<file path="src/shared/vsll_params.svh">
// Constants of the serial latch loader: frame layout, reset values and timing counts.
`ifndef VSLL_PARAMS_SVH
`define VSLL_PARAMS_SVH

// ****************************************************************
// Frame layout
// ****************************************************************
`define VSLL_SEG_BITS      56
`define VSLL_DIM_BITS      10
`define VSLL_MODE_BITS     3
`define VSLL_FRAME_BITS    59
`define VSLL_STEP_BITS     10

// ****************************************************************
// Reset values
// ****************************************************************
`define VSLL_SHIFT_RST     59'h0
`define VSLL_SEG_RST       56'h0
`define VSLL_DIM_RST       10'h0
`define VSLL_CATH_RST      3'h6

// ****************************************************************
// Dimming and timebase
// ****************************************************************
`define VSLL_DIM_MAX       10'h3f8
`define VSLL_OSC_PER_BIT   4
`define VSLL_REF_MHZ       250
`define VSLL_FOSC_KHZ      3300
`define VSLL_OSC_DIV       ((`VSLL_REF_MHZ * 1000) / `VSLL_FOSC_KHZ)

`endif

</file>
<file path="src/shared/vsll_pkg.sv">
// Types shared by the serial latch loader modules.
`default_nettype none

package vsll_pkg;

    // Function mode, coded as {mode_bit_2, mode_bit_1, mode_bit_0}.
    typedef enum logic [2:0] {
        VSLL_FM_ALL = 3'h0,
        VSLL_FM_G1  = 3'h1,
        VSLL_FM_G2  = 3'h2,
        VSLL_FM_G3  = 3'h3,
        VSLL_FM_DIM = 3'h4
    } vsll_fmode_t;

    // Cathode phase, Gray coded along the multiplex cycle.
    typedef enum logic [1:0] {
        VSLL_PH_G1 = 2'h0,
        VSLL_PH_G2 = 2'h1,
        VSLL_PH_G3 = 2'h3
    } vsll_phase_t;

endpackage : vsll_pkg

`default_nettype wire

</file>
<file path="src/vsll_core.sv">
// Serial receive, latch loading and multiplex/dimming drive of the display driver.
// Contract
// - Power-on reset clears shift register and all segment and dimming latches.
// - Dimming duty is zero after reset, so nothing lights.
// - After reset all anode outputs are low and cathode one is low.
// - After reset cathode two and three outputs are high.
// - Bits shift only while select is high; host keeps transfers inside.
// - Serial data is sampled on each rising shift clock edge.
// - Select falling edge makes a load pulse copying payload into chosen latches.
// - Mode 000 all segments, 100/010/110 cathodes 1-3, 001 dimming.
// - Mode 0 writes one segment word into all three latches.
// - Modes 1 to 3 write only the selected cathode's latch.
// - Segment bit one drives its anode high in its phase.
// - One bit time equals four internal oscillator periods.
// - Anode on-time per phase is dimming value over 1024.
// - Segment frame is 56 bits, first anode first, then mode bits.
// - Dimming frame is ten bits LSB first, then mode bits.
// - Duty is limited to between 0/1024 and 1016/1024.
`timescale 1ns/1ps
`default_nettype none
`include "vsll_params.svh"

module vsll_core #(
    parameter int OSC_DIV = `VSLL_OSC_DIV
)(
    input  wire logic                      ref_clk_i,
    input  wire logic                      rstn_i,
    input  wire logic                      cs_i,
    input  wire logic                      sclk_i,
    input  wire logic                      sdata_i,
    input  wire logic                      duty_select_input_i,
    output var  logic [`VSLL_SEG_BITS-1:0] anode_drive_outputs_o,
    output var  logic                      cathode_select_1_o,
    output var  logic                      cathode_select_2_o,
    output var  logic                      cathode_select_3_o
);
    localparam int FB = `VSLL_FRAME_BITS;
    localparam int SB = `VSLL_SEG_BITS;
    localparam int DB = `VSLL_DIM_BITS;
    localparam int OW = (OSC_DIV > 1) ? $clog2(OSC_DIV) : 1;

    // ****************************************************************
    // Pin synchronisers
    // ****************************************************************
    logic [3:0] meta_q;
    logic [3:0] sync_q;
    logic       sclk_d_q;
    logic       cs_d_q;
    wire        cs_s    = sync_q[0];
    wire        sclk_s  = sync_q[1];
    wire        sdata_s = sync_q[2];
    wire        duplex  = sync_q[3];
    wire        sclk_rise = sclk_s && !sclk_d_q;
    wire        cs_fall   = cs_d_q && !cs_s;

    always_ff @(posedge ref_clk_i or negedge rstn_i)
    begin
        if (!rstn_i)
        begin
            meta_q   <= 4'h2;
            sync_q   <= 4'h2;
            sclk_d_q <= 1'b1;
            cs_d_q   <= 1'b0;
        end
        else
        begin
            meta_q   <= {duty_select_input_i, sdata_i, sclk_i, cs_i};
            sync_q   <= meta_q;
            sclk_d_q <= sclk_s;
            cs_d_q   <= cs_s;
        end
    end

    // ****************************************************************
    // Shift register and load request
    // ****************************************************************
    logic [FB-1:0] sh_q;
    logic          pend_q;
    wire           buf_in_ready;
    wire           buf_out_valid;
    wire  [FB-1:0] buf_data;
    logic          bit_tick;
    wire           shift_en = sclk_rise && cs_s && !pend_q;

    // The frame stays frozen while a load waits for buffer room, so a
    // slow latch writer never sees a half-shifted word.
    always_ff @(posedge ref_clk_i or negedge rstn_i)
    begin
        if (!rstn_i)
        begin
            sh_q   <= `VSLL_SHIFT_RST;
            pend_q <= 1'b0;
        end
        else
        begin
            if (shift_en)
                sh_q <= {sh_q[FB-2:0], sdata_s};
            if (cs_fall)
                pend_q <= 1'b1;
            else if (buf_in_ready)
                pend_q <= 1'b0;
        end
    end

    vsll_fifo2 #(
        .WIDTH (FB),
        .DEPTH (2)
    ) u_buf (
        .ref_clk_i   (ref_clk_i),
        .rstn_i      (rstn_i),
        .in_valid_i  (pend_q),
        .in_ready_o  (buf_in_ready),
        .in_data_i   (sh_q),
        .out_valid_o (buf_out_valid),
        .out_ready_i (bit_tick),
        .out_data_o  (buf_data)
    );

    // ****************************************************************
    // Frame decode
    // ****************************************************************
    // last three bits are mode bits 0, 1, 2
    function automatic vsll_pkg::vsll_fmode_t mode_of(input logic [FB-1:0] f);
        mode_of = vsll_pkg::vsll_fmode_t'({f[0], f[1], f[2]});
    endfunction : mode_of
    // first bit received lands on the first anode
    function automatic logic [SB-1:0] seg_of(input logic [FB-1:0] f);
        for (int i = 0; i < SB; i++)
            seg_of[i] = f[FB-1-i];
    endfunction : seg_of
    // LSB first, clamped to the top duty
    function automatic logic [DB-1:0] dim_of(input logic [FB-1:0] f);
        logic [DB-1:0] v;
        for (int i = 0; i < DB; i++)
            v[i] = f[`VSLL_MODE_BITS + DB - 1 - i];
        dim_of = (v > `VSLL_DIM_MAX) ? `VSLL_DIM_MAX : v;
    endfunction : dim_of

    wire                  apply  = buf_out_valid && bit_tick;
    vsll_pkg::vsll_fmode_t fmode;
    assign fmode = mode_of(buf_data);
    wire                  m_all  = (fmode == vsll_pkg::VSLL_FM_ALL);
    wire [2:0]            wr_seg = {3{apply}} & {
        m_all || (fmode == vsll_pkg::VSLL_FM_G3),
        m_all || (fmode == vsll_pkg::VSLL_FM_G2),
        m_all || (fmode == vsll_pkg::VSLL_FM_G1)};
    wire                  wr_dim = apply && (fmode == vsll_pkg::VSLL_FM_DIM);

    // ****************************************************************
    // Latches
    // ****************************************************************
    logic [SB-1:0] lat_q [3];
    logic [DB-1:0] dim_q;

    always_ff @(posedge ref_clk_i or negedge rstn_i)
    begin
        if (!rstn_i)
        begin
            for (int k = 0; k < 3; k++)
                lat_q[k] <= `VSLL_SEG_RST;
            dim_q    <= `VSLL_DIM_RST;
        end
        else
        begin
            for (int k = 0; k < 3; k++)
                if (wr_seg[k])
                    lat_q[k] <= seg_of(buf_data);
            if (wr_dim)
                dim_q <= dim_of(buf_data);
        end
    end

    // ****************************************************************
    // Timebase and multiplex
    // ****************************************************************
    logic [OW-1:0]            osc_q;
    logic [1:0]               quad_q;
    logic [`VSLL_STEP_BITS-1:0] step_q;
    vsll_pkg::vsll_phase_t    ph_q;
    vsll_pkg::vsll_phase_t    ph_d;
    wire                      osc_tick = (osc_q == OW'(OSC_DIV - 1));
    wire                      ph_end   = bit_tick && (step_q == '1);

    // bit time is four oscillator periods
    assign bit_tick = osc_tick && (quad_q == 2'(`VSLL_OSC_PER_BIT - 1));
    // two or three phases per duty select
    always_comb
    begin
        case (ph_q)
            vsll_pkg::VSLL_PH_G1: ph_d = vsll_pkg::VSLL_PH_G2;
            vsll_pkg::VSLL_PH_G2: ph_d = duplex ? vsll_pkg::VSLL_PH_G1 : vsll_pkg::VSLL_PH_G3;
            vsll_pkg::VSLL_PH_G3: ph_d = vsll_pkg::VSLL_PH_G1;
            default:              ph_d = vsll_pkg::VSLL_PH_G1;
        endcase
    end

    always_ff @(posedge ref_clk_i or negedge rstn_i)
    begin
        if (!rstn_i)
        begin
            osc_q  <= '0;
            quad_q <= 2'h0;
            step_q <= '0;
            ph_q   <= vsll_pkg::VSLL_PH_G1;
        end
        else
        begin
            osc_q <= osc_tick ? '0 : OW'(osc_q + 1'b1);
            if (osc_tick)
                quad_q <= quad_q + 2'h1;
            if (bit_tick)
                step_q <= step_q + 1'b1;
            if (ph_end)
                ph_q <= ph_d;
        end
    end

    wire [1:0] lat_idx = (ph_q == vsll_pkg::VSLL_PH_G1) ? 2'h0 :
                         (ph_q == vsll_pkg::VSLL_PH_G2) ? 2'h1 : 2'h2;
    // lit for the first dim_q steps of each phase
    wire       lit_win = (step_q < dim_q);
    // a one drives the anode high
    wire [SB-1:0] anode_d = lat_q[lat_idx] & {SB{lit_win}};
    wire [2:0]    cath_d  = ~(3'h1 << lat_idx);
    logic [SB-1:0] anode_q;
    logic [2:0]    cath_q;

    always_ff @(posedge ref_clk_i or negedge rstn_i)
    begin
        if (!rstn_i)
        begin
            anode_q <= `VSLL_SEG_RST;
            cath_q  <= `VSLL_CATH_RST;
        end
        else
        begin
            anode_q <= anode_d;
            cath_q  <= cath_d;
        end
    end

    assign anode_drive_outputs_o = anode_q;
    assign cathode_select_1_o    = cath_q[0];
    assign cathode_select_2_o    = cath_q[1];
    assign cathode_select_3_o    = cath_q[2];
endmodule : vsll_core

`default_nettype wire

</file>
<file path="src/vsll_fifo2.sv">
// Small valid/ready buffer between the frame loader and the latch writer.
`timescale 1ns/1ps
`default_nettype none

module vsll_fifo2 #(
    parameter int WIDTH = 59,
    parameter int DEPTH = 2
)(
    input  wire logic             ref_clk_i,
    input  wire logic             rstn_i,
    input  wire logic             in_valid_i,
    output var  logic             in_ready_o,
    input  wire logic [WIDTH-1:0] in_data_i,
    output var  logic             out_valid_o,
    input  wire logic             out_ready_i,
    output var  logic [WIDTH-1:0] out_data_o
);
    localparam int AW = (DEPTH > 1) ? $clog2(DEPTH) : 1;

    logic [WIDTH-1:0] mem_q [DEPTH];
    logic [AW-1:0]    wr_ptr_q;
    logic [AW-1:0]    rd_ptr_q;
    logic [AW:0]      cnt_q;
    wire              push;
    wire              pop;

    assign in_ready_o  = (cnt_q != (AW+1)'(DEPTH));
    assign out_valid_o = (cnt_q != '0);
    assign out_data_o  = mem_q[rd_ptr_q];
    assign push        = in_valid_i && in_ready_o;
    assign pop         = out_valid_o && out_ready_i;

    function automatic logic [AW-1:0] next_ptr(input logic [AW-1:0] p);
        next_ptr = (p == AW'(DEPTH - 1)) ? '0 : AW'(p + 1'b1);
    endfunction : next_ptr

    always_ff @(posedge ref_clk_i)
    begin
        if (push)
            mem_q[wr_ptr_q] <= in_data_i;
    end

    always_ff @(posedge ref_clk_i or negedge rstn_i)
    begin
        if (!rstn_i)
        begin
            wr_ptr_q <= '0;
            rd_ptr_q <= '0;
            cnt_q    <= '0;
        end
        else
        begin
            if (push)
                wr_ptr_q <= next_ptr(wr_ptr_q);
            if (pop)
                rd_ptr_q <= next_ptr(rd_ptr_q);
            cnt_q <= cnt_q + (AW+1)'(push) - (AW+1)'(pop);
        end
    end

endmodule : vsll_fifo2

`default_nettype wire

</file>
<file path="config.mk">
export PLATFORM = sky130hd
export DESIGN_NAME = vsll_core
export DESIGN_NICKNAME = d
export VERILOG_FILES = /design/src/shared/vsll_pkg.sv /design/src/vsll_core.sv /design/src/vsll_fifo2.sv
export VERILOG_INCLUDE_DIRS = /design/src /design/src/shared
export SDC_FILE = /design/constraint.sdc
export NUM_CORES = 1
export LEC_CHECK = 0
export BUFFER_PORTS_ARGS = -buffer_cell sky130_fd_sc_hd__buf_2
export CORE_MARGIN = 3
export CORE_UTILIZATION = 55
export CTS_CLUSTER_SIZE = 10
export DETAILED_ROUTE_END_ITERATION = 16
export PLACE_DENSITY = 0.8
export SYNTH_ARGS = -nofsm -noshare
export SYNTH_HDL_FRONTEND = slang
export SYNTH_SLANG_ARGS = --single-unit
</file>
<file path="constraint.sdc">
create_clock -name ref_clk_i -period 5.1 [get_ports ref_clk_i]
set_clock_uncertainty 0.1 [all_clocks]
set_input_delay 1.275 -clock ref_clk_i [delete_from_list [all_inputs] [get_ports ref_clk_i]]
set_output_delay 1.275 -clock ref_clk_i [all_outputs]
set_load 0.02 [all_outputs]
</file>
==> results.txt, run 1 <==
Post-synth top area cell = dfrtp_1
Internal power = 5.96 mW
Initial Util = 56.1%
Antenna violations before repair = 0
Status = completed
Period Utilization, post-route = 66.4%
Syn-to-layout area delta = 11.7%
IO Pins = 65
Top cell type's share of synthesized area = 46.0%
WL/cell = 18.7 um
Max Slew Vio Count = 0
Worst EP arrival = 3.71 ns
Die area = 34600 sq um
Utilization after layout = 62.7%
Post-synthesis cell type count = 41
Yosys warning count = 0
Top_reg_cell synth = dfrtp_1
Chip Width = 186 um
Setup TNS = 0 ns
Worst vdd ir = 0.291 mV
Routed Antenna Nets = 0
Hold Crit Depth = 0
First-pass GRT wire length = 52.1 mm
DP Worst Slack = 1.72 ns
Post-DP HPWL = 17.9 mm
Sequential share of power = 52.9%
Via count = 9460
Root buffer cell = clkbuf_16
Num CTS Buffers = 51
Placed inst area = 18400 sq um
R2R Setup Slk = 1.71 ns
Register area share after synthesis = 66.6%
Rel. slew slack = 23.2%
CTS tree = built
Number of cell rows = 65
Clock Power Share = 42.1%
GRT Overall Usage = 18.8%
Reg clk slew, reported paths = 0.05 ns
CP Launch Point = u_buf.rd_ptr_q
F_max = 295 MHz
Crit start category = register
Yosys reg bits = 450
Leakage = 9.16 nW
Synth cell count leaders = dfrtp_1, mux2_2, edfxtp_1
Hold endpoint = sync_q[0]
Vias in the first global route = 10100
Post-Syn Nets = 1201
Ys async rst share = 73.8%
Area of the core region = 31700 sq um
Mapped Area = 17800 sq um
Kind of critical path = register to register
Post-route cell area = 19900 sq um
Unrepaired setup endpoints after global routing = false
Final WL = 31.4 mm
PortBufs = 64
Worst R2R End = lat_q[27]
Min cycle time layout = 3.39 ns
Setup bufs post-CTS = 0
Max FO, Critical Path = 56
Final hold slack = 0.248 ns
Via-per-instance ratio = 5.62
Worst hold start = meta_q[0]
Reg2reg start = u_buf.rd_ptr_q
Switching share of power = 22.1%
CTS resizes = 0
Setup crit end kind = register
P per Cell Area = 384 nW/um^2
Clock Latency Late Sink = 0.55 ns
Mean Syn Cell Area = 15.1 sq um
Final hold vios = 0
Iter 0 DRT Violations = 430
Inserted Diodes = 0
Combinational share of power = 5.0%
H-Tree Depth = 2
R2R cell count = 4
Pin count of the biggest net entering global routing = 129
Layout cells sized above 1 = 28.5%
Area contributors post-synth = dfrtp_1, edfxtp_1, mux2_2
Fin worst setup slack = 1.71 ns
Least-Margin Pin Slew = 1.15 ns
Fin nets = 1266
Hold crit path type = register to register
Required @ worst endpoint = 5.43 ns
Post-Syn Instances = 1180
Maxcap violations = 0
GRT Residual Overflow = 0
Most frequent cell after synthesis = dfrtp_1
Hold-fix buffers at CTS = 0
Vert. Die Dim = 186 um
CTS sink count = 450
Placer Congestion = 0.740
Switching power = 1.69 mW
Deepest clock path buffer count = 3
DR DRC count = 0
Drt pass-1 iters = 4
Final setup viols = 0
Post-synth EDFFs = 118
power by group through the flow:
stage                     sequential [mW]  clock, mW  combinational (mW)
final                                4.05       3.22               0.380
after global routing                 4.07       3.44               0.424
after CTS                            4.05       3.29               0.391
after detailed placement             4.11          0               0.388
after global placement               4.09          0               0.378
after floorplan                      4.09          0               0.228
flip-flops by register name, summed over array words and instances (netlist names), 2 cells and up:
register,flops
u_buf.cnt_q,2
u_buf.mem_q,118
step_q,10
sh_q,59
cath_q,3
meta_q,4
osc_q,7
ph_q,2
lat_q,168
sync_q,4
dim_q,10
quad_q,2
anode_drive_outputs_o,56
worst max path at each step:
stage	end	slack [ns]	cells after the start
6_report	lat_q[27]	1.71	4
5_1_grt	lat_q[27]	1.57	4
4_1_cts	lat_q[27]	1.72	4
3_5_place_dp	lat_q[22]	1.72	4
3_3_place_gp	lat_q[24]	1.86	4
2_1_floorplan	u_buf.mem_q[0][0]	1.48	3
through the flow:
stage,power (mW),instances
5_1_grt,7.93,1684
3_3_place_gp,4.47,1594
6_report,7.65,1684
2_1_floorplan,4.32,1180
4_1_cts,7.73,1684
3_5_place_dp,4.50,1594
layer usage:
metal	track usage [%]	routed length [um]
met1	25.5	14400
met4	5.12	624
met5	0	0
met3	3.13	1030
met2	32.0	15400
cells by family after synthesis:
kind of cell	synth area share [%]
XOR/XNOR	1.03
multiplexers	21.3
AO/OA/AOI/OAI	2.61
flip-flops	66.6
adder cells (fa/ha/maj)	1.05
buffers and inverters	2.55
AND/OR/NAND/NOR	4.90
worst max-delay path: stages, from the launching register on:
cell,delay (ns)
dfrtp_2,0.87
buf_4,0.55
mux2i_1,0.42
and2_4,0.81
mux2_2,0.42
cell usage in the layout, fill, tap and decap left out, types with 51 or more instances in the layout:
cell type and count:
a21oi_1 74, nor2_1 74, buf_2 63, nor3_1 58, mux2_2 212, clkbuf_16 51, mux2i_1 60, mux2_1 71
dfrtp_1 324, edfxtp_1 118
area by class of cell:
class / count / area, sq um
Clock inverter: 4 / 35.0
Inverter: 18 / 67.6
Sequential cell: 450 / 11900
Fill cell: 2249 / 11800
Clock buffer: 86 / 1420
Multi-Input combinational cell: 647 / 5540
Timing Repair Buffer: 77 / 465
Tap cell: 402 / 503
Note: power is estimated with default switching activity, not from simulation.
==> run 2, diff against run 1 <==
==> constraint.sdc (replaced) <==
create_clock -name ref_clk_i -period 3.4 [get_ports ref_clk_i]
set_clock_uncertainty 0.1 [all_clocks]
set_input_delay 0.85 -clock ref_clk_i [delete_from_list [all_inputs] [get_ports ref_clk_i]]
set_output_delay 0.85 -clock ref_clk_i [all_outputs]
set_load 0.02 [all_outputs]
==> run 2 against run 1 <==
  * Clock power up 51%
  * Highest routed layer unchanged
  * Routed wire length up 2.8%
  * Via count is 0.94% higher
  * Register-to-register slack worse by 1.0 ns
  * Flip-flop and latch count stayed put
  * Combinational power up 53%
  * Maximum frequency rose by 26%
  * Sequential share of layout area down 0.57 points
  * Count of clock-buffer cells in the layout rose by 2
  * Non-clock buffer count up 6
==> results.txt, run 2 (synthesis results as in run 1) <==
F_max = 371 MHz (+26%)
Crit start category = register
Period Utilization, post-route = 79.3% (+13 points)
Switching share of power = 21.6% (-0.51 points)
Kind of critical path = register to register
Iter 0 DRT Violations = 505 (+17%)
Most frequent cells in the layout = dfrtp_1, mux2_2, edfxtp_1
Sequential share of power = 52.8% (about the same)
DR DRC count = 0 (unchanged)
Maxcap violations = 0 (unchanged)
Biggest register = lat_q
Area of the core region = 31700 sq um (unchanged)
Final setup viols = 0 (unchanged)
Fin nets = 1272 (+0.47%)
Drt pass-1 iters = 4 (unchanged)
Root buffer cell = clkbuf_16
Hold-fix buffers at CTS = 0 (unchanged)
Leakage = 9.24 nW (+0.89%)
Setup TNS = 0 ns (unchanged)
Post-DP HPWL = 18.2 mm (+1.9%)
R2R cell count = 6 (+2)
Num CTS Buffers = 51 (unchanged)
H-Tree Depth = 2 (unchanged)
Number of flip-flops under the largest register name = 168 (unchanged)
CTS resizes = 0 (unchanged)
Rel. slew slack = 20.4% (-2.8 points)
Crit-path cells = ha_1, o21ai_0, nor4_4, and2_2, buf_12, mux2_2
Via count = 9549 (+0.94%)
Final WL = 32.3 mm (+2.8%)
Inserted Diodes = 0 (unchanged)
Top Registers = lat_q: 168 flops, u_buf.mem_q: 118 flops, sh_q: 59 flops
R2R Setup Slk = 0.70 ns (-1.01 ns)
Required @ worst endpoint = 3.72 ns (-1.71 ns)
Syn-to-layout area delta = 12.8%
Hold crit path type = input pin to asynchronous set/reset pin
Reg2reg start = quad_q[0]
Die area = 34600 sq um (unchanged)
GR Layer Usage met2 = 32.8% (+0.84 points)
First-pass GRT wire length = 53.7 mm (+3.0%)
Chip Width = 186 um (unchanged)
CP max stage cell = and2_2
Setup crit end kind = register
Number of cell rows = 65 (unchanged)
Max FO, Critical Path = 21 (-63%)
Initial Util = 56.1% (unchanged)
Setup bufs post-CTS = 0 (unchanged)
Antenna violations before repair = 0 (unchanged)
CTS sink count = 450 (unchanged)
PortBufs = 64 (unchanged)
Status = completed
Via-per-instance ratio = 5.65 (+0.64%)
Deepest clock path buffer count = 3 (unchanged)
GRT Residual Overflow = 0 (unchanged)
Max Slew Vio Count = 0 (unchanged)
Worst vdd ir = 0.402 mV (+38%)
Worst EP arrival = 3.01 ns (-0.70 ns)
Reg clk slew, reported paths = 0.05 ns (about the same)
Routed Antenna Nets = 0 (unchanged)
IO Pins = 65 (unchanged)
Met3 GRT Util = 3.52% (+0.39 points)
Unrepaired setup endpoints after global routing = false
Worst R2R End = lat_q[26]
CP peak stage delay = 0.56 ns (-0.31 ns)
Vias in the first global route = 10200 (+1.2%)
Commonest non-fill, non-tap cell in the layout = dfrtp_1
GRT Overall Usage = 19.4% (+0.60 points)
Worst Path Buf+Inv = 1 (unchanged)
CTS tree = built
Clock Latency Late Sink = 0.55 ns (about the same)
Final hold vios = 0 (unchanged)
Switching power = 2.49 mW (+47%)
Internal power = 9.02 mW (+51%)
Met1 Use GR = 26.3% (+0.77 points)
GRT Max-Usage Layer = met2
Layout cells sized above 1 = 28.7% (+0.28 points)
Clock Power Share = 42.2% (about the same)
P per Cell Area = 573 nW/um^2 (+49%)
Combinational share of power = 5.0% (about the same)
Least-Margin Pin Slew = 1.19 ns (+0.0442 ns)
WL/cell = 19.1 um (+2.5%)
Pin count of the biggest net entering global routing = 105 (-19%)
Top delay family on crit path = simple AND/OR/NAND/NOR gates
Min cycle time layout = 2.70 ns (-0.690 ns)
Placed Cells = 1600 (+0.38%)
Vert. Die Dim = 186 um (unchanged)
Layout Cells excl Fill = 1689 (+0.30%)
Placer Congestion = 0.739 (-0.15%)
run 2: changes by cell type in the layout (fill, tap and decap cells not counted), sizes merged:
cell / before / now
clkbuf: 86 / 88
inv: 21 / 18
clkinvlp: 0 / 1
buf: 77 / 83
clkinv: 1 / 0
run 2: power by group through the flow:
stage | combinational [mW] | sequential [mW] | clock [mW]
2_1_floorplan | 0.343 | 6.13 | 0
3_3_place_gp | 0.576 | 6.14 | 0
4_1_cts | 0.599 | 6.07 | 4.95
3_5_place_dp | 0.592 | 6.16 | 0
6_report | 0.581 | 6.07 | 4.86
5_1_grt | 0.652 | 6.10 | 5.19
run 2: final cells by class:
cell class | count | area [sq um]
Sequential cell | 450 | 11900
Fill cell | 2241 | 11600
Multi-Input combinational cell | 647 | 5540
Clock buffer | 88 | 1470
Timing Repair Buffer | 83 | 636
Tap cell | 402 | 503
Inverter | 18 | 67.6
Clock inverter | 1 | 7.51
run 2: metal layers:
metal	share of wire (%)	routed length (um)	up-vias
li1	-	-	4381
met5	0	0	-
met1	44	14300	4926
met4	1.8	573	0
met2	49	16000	197
met3	4.5	1440	45
run 2: worst max path at each step:
stage,startpoint,to,depth (start not counted)
after global routing,quad_q[0],lat_q[26],6
after global placement,quad_q[0],lat_q[35],6
after floorplan,u_buf.cnt_q[1],u_buf.mem_q[0][0],3
after detailed placement,quad_q[0],lat_q[37],6
after CTS,quad_q[0],lat_q[29],6
final,quad_q[0],lat_q[26],6
run 2: through the flow:
step	hold slack (ns)	instance area [sq um]	utilization [%]	power (mW)	worst slack, ns
floorplan	0.231	17800	-	6.47	0.768
global placement	0.236	18600	58.7	6.72	0.832
detailed placement	0.243	18600	58.7	6.76	0.721
CTS	0.200	20100	63.3	11.6	0.698
global route	0.217	20100	63.3	11.9	0.543
finish	0.186	20100	63.3	11.5	0.704
==> run 3, diff against run 2 <==
--- a/config.mk
+++ b/config.mk
@@ -11,7 +11,7 @@
 export CORE_UTILIZATION = 55
 export CTS_CLUSTER_SIZE = 10
 export DETAILED_ROUTE_END_ITERATION = 16
-export PLACE_DENSITY = 0.8
+export PLACE_DENSITY = 0.83
 export SYNTH_ARGS = -nofsm -noshare
 export SYNTH_HDL_FRONTEND = slang
 export SYNTH_SLANG_ARGS = --single-unit
==> constraint.sdc (replaced) <==
create_clock -name ref_clk_i -period 2.4 [get_ports ref_clk_i]
set_clock_uncertainty 0.1 [all_clocks]
set_input_delay 0.6 -clock ref_clk_i [delete_from_list [all_inputs] [get_ports ref_clk_i]]
set_output_delay 0.6 -clock ref_clk_i [all_outputs]
set_load 0.02 [all_outputs]
==> run 3 against run 2 <==
  * Routed wire length up 0.84%
  * Largest cell class unchanged
  * Combinational power rose by 48%
  * Non-clock buffer count increased by 12
  * Worst setup slack worse by 0.51 ns
  * Largest power group unchanged
  * Global-route usage is 0.19 points higher
  * Final cell count rose by 0.95%
  * Critical path depth is 3 lower
  * Sequential power grew 42%
  * Critical path type unchanged
  * Flip-flop and latch count stayed put
  * Register-to-register slack got worse by 0.51 ns
==> results.txt, run 3 (synthesis results as in run 1) <==
Status = completed
CTS resizes = 0 (unchanged)
Max FO, Critical Path = 20 (-4.8%)
Clock Latency Late Sink = 0.56 ns (about the same)
Least-Margin Pin Slew = 0.655 ns (-0.539 ns)
Area of the core region = 31700 sq um (unchanged)
Pin count of the biggest net entering global routing = 80 (-24%)
Iter 0 DRT Violations = 596 (+18%)
Antenna violations before repair = 0 (unchanged)
GRT Overall Usage = 19.6% (+0.19 points)
Drt pass-1 iters = 5 (+1)
Setup crit end kind = register
Vert. Die Dim = 186 um (unchanged)
Maxcap violations = 0 (unchanged)
CTS tree = built
Layout cells sized above 1 = 29.3% (+0.57 points)
Die area = 34600 sq um (unchanged)
Unrepaired setup endpoints after global routing = false
Commonest non-fill, non-tap cell in the layout = dfrtp_1
Final WL = 32.6 mm (+0.84%)
Via-per-instance ratio = 5.63 (-0.39%)
Setup TNS = 0 ns (unchanged)
Final hold vios = 0 (unchanged)
Most frequent cells in the layout = dfrtp_1, mux2_2, edfxtp_1
Max Slew Vio Count = 0 (unchanged)
Final setup viols = 0 (unchanged)
Chip Width = 186 um (unchanged)
IO Pins = 65 (unchanged)
Root buffer cell = clkbuf_16
Worst vdd ir = 0.536 mV (+33%)
First-pass GRT wire length = 54.3 mm (+1.1%)
WL/cell = 19.1 um (-0.11%)
Reg clk slew, reported paths = 0.06 ns (about the same)
Number of cell rows = 65 (unchanged)
Register area = 11900 sq um (unchanged)
Via count = 9602 (+0.56%)
Fill count = 2198 (-1.9%)
Num CTS Buffers = 51 (unchanged)
Leakage = 9.31 nW (+0.76%)
Total power = 16.3 mW (+42%)
Post-DP HPWL = 18.7 mm (+3.0%)
H-Tree Depth = 2 (unchanged)
Kind of critical path = register to register
Placed inst area = 18700 sq um (+0.65%)
Syn-to-layout area delta = 13.6%
Fin nets = 1284 (+0.94%)
Min cycle time layout = 2.20 ns (-0.492 ns)
Deepest clock path buffer count = 3 (unchanged)
Hold crit path type = input pin to register
Crit start category = register
Initial Util = 56.1% (unchanged)
Biggest register = lat_q
P per Cell Area = 808 nW/um^2 (+41%)
Number of flip-flops under the largest register name = 168 (unchanged)
GRT Residual Overflow = 0 (unchanged)
F_max = 454 MHz (+22%)
Worst EP arrival = 2.57 ns (-0.44 ns)
Period Utilization, post-route = 91.8% (+13 points)
Combined area of the multi-input logic cells = 5540 sq um (unchanged)
PortBufs = 64 (unchanged)
Post-route cell area = 20200 sq um (+0.68%)
Vias in the first global route = 10200 (+0.78%)
DR DRC count = 0 (unchanged)
Placer Congestion = 0.772 (+4.5%)
Inserted Diodes = 0 (unchanged)
Required @ worst endpoint = 2.76 ns (-0.96 ns)
Utilization after layout = 63.8% (+0.43 points)
Routed Antenna Nets = 0 (unchanged)
Top Registers = lat_q: 168 flops, u_buf.mem_q: 118 flops, sh_q: 59 flops
CTS sink count = 450 (unchanged)
Rel. slew slack = 56.4% (+36 points)
run 3: cell count changes in the layout (fill, tap and decap cells not counted), sizes merged:
cell and change:
buf +11, dlygate4sd3 +1, clkinvlp -1, clkinv +4
inv +1
run 3: report_power, final:
group / total, mW / internal [mW] / switching (mW)
Combinational: 0.858 / 0.286 / 0.572
Sequential: 8.61 / 8.41 / 0.193
Clock: 6.88 / 4.00 / 2.88
run 3: worst paths after layout:
| path | end | depth (start not counted) | startpoint | slack, ns |
|---|---|---|---|---|
| setup / recovery | dim_q[1] | 3 | u_buf.rd_ptr_q | 0.20 |
| hold / removal | meta_q[2] | 1 | sdata_i | 0.05 |
| setup reg to reg | dim_q[1] | 3 | u_buf.rd_ptr_q | 0.20 |
| hold reg to reg | sync_q[1] | 0 | meta_q[1] | 0.25 |
| max in group asynchronous | anode_drive_outputs_o[32] | 3 | rstn_i | 1.07 |
| min in group asynchronous | meta_q[0] | 2 | rstn_i | 0.42 |
run 3: final cells by class:
type	count	share of cell area, %
Sequential cell	450	58.7
Clock buffer	88	7.00
Inverter	18	0.334
Clock inverter	5	0.328
Timing Repair Buffer	95	3.79
Multi-Input combinational cell	647	27.4
Tap cell	402	2.49
run 3: critical path, stage by stage, from the launching register on:
cell      delay, ns
dfrtp_2        0.48
or4b_1         0.53
a2111o_1       0.68
o31ai_1        0.32
run 3: repair_timing:
item	4_1_cts	5_1_grt
hold endpoints to repair	28	0
hold buffers	1	0
setup buffers	0	0
run 3: per-stage QoR:
stage	instances	worst slack (ns)	hold WS, ns
after floorplan	1180	0.255	0.204
after global placement	1611	0.231	0.243
after detailed placement	1611	0.188	0.246
after CTS	1705	0.194	0.0278
after global routing	1705	0.0311	0.0270
final	1705	0.196	0.0473
run 3: layer usage:
| layer | GRT usage (%) | vias to the layer above | routed length [um] |
|---|---|---|---|
| met5 | 0 | - | 0 |
| met4 | 5.45 | 0 | 650 |
| met3 | 2.91 | 55 | 1180 |
| met2 | 33.0 | 179 | 16100 |
| met1 | 27.0 | 4975 | 14600 |
| li1 | - | 4393 | - |
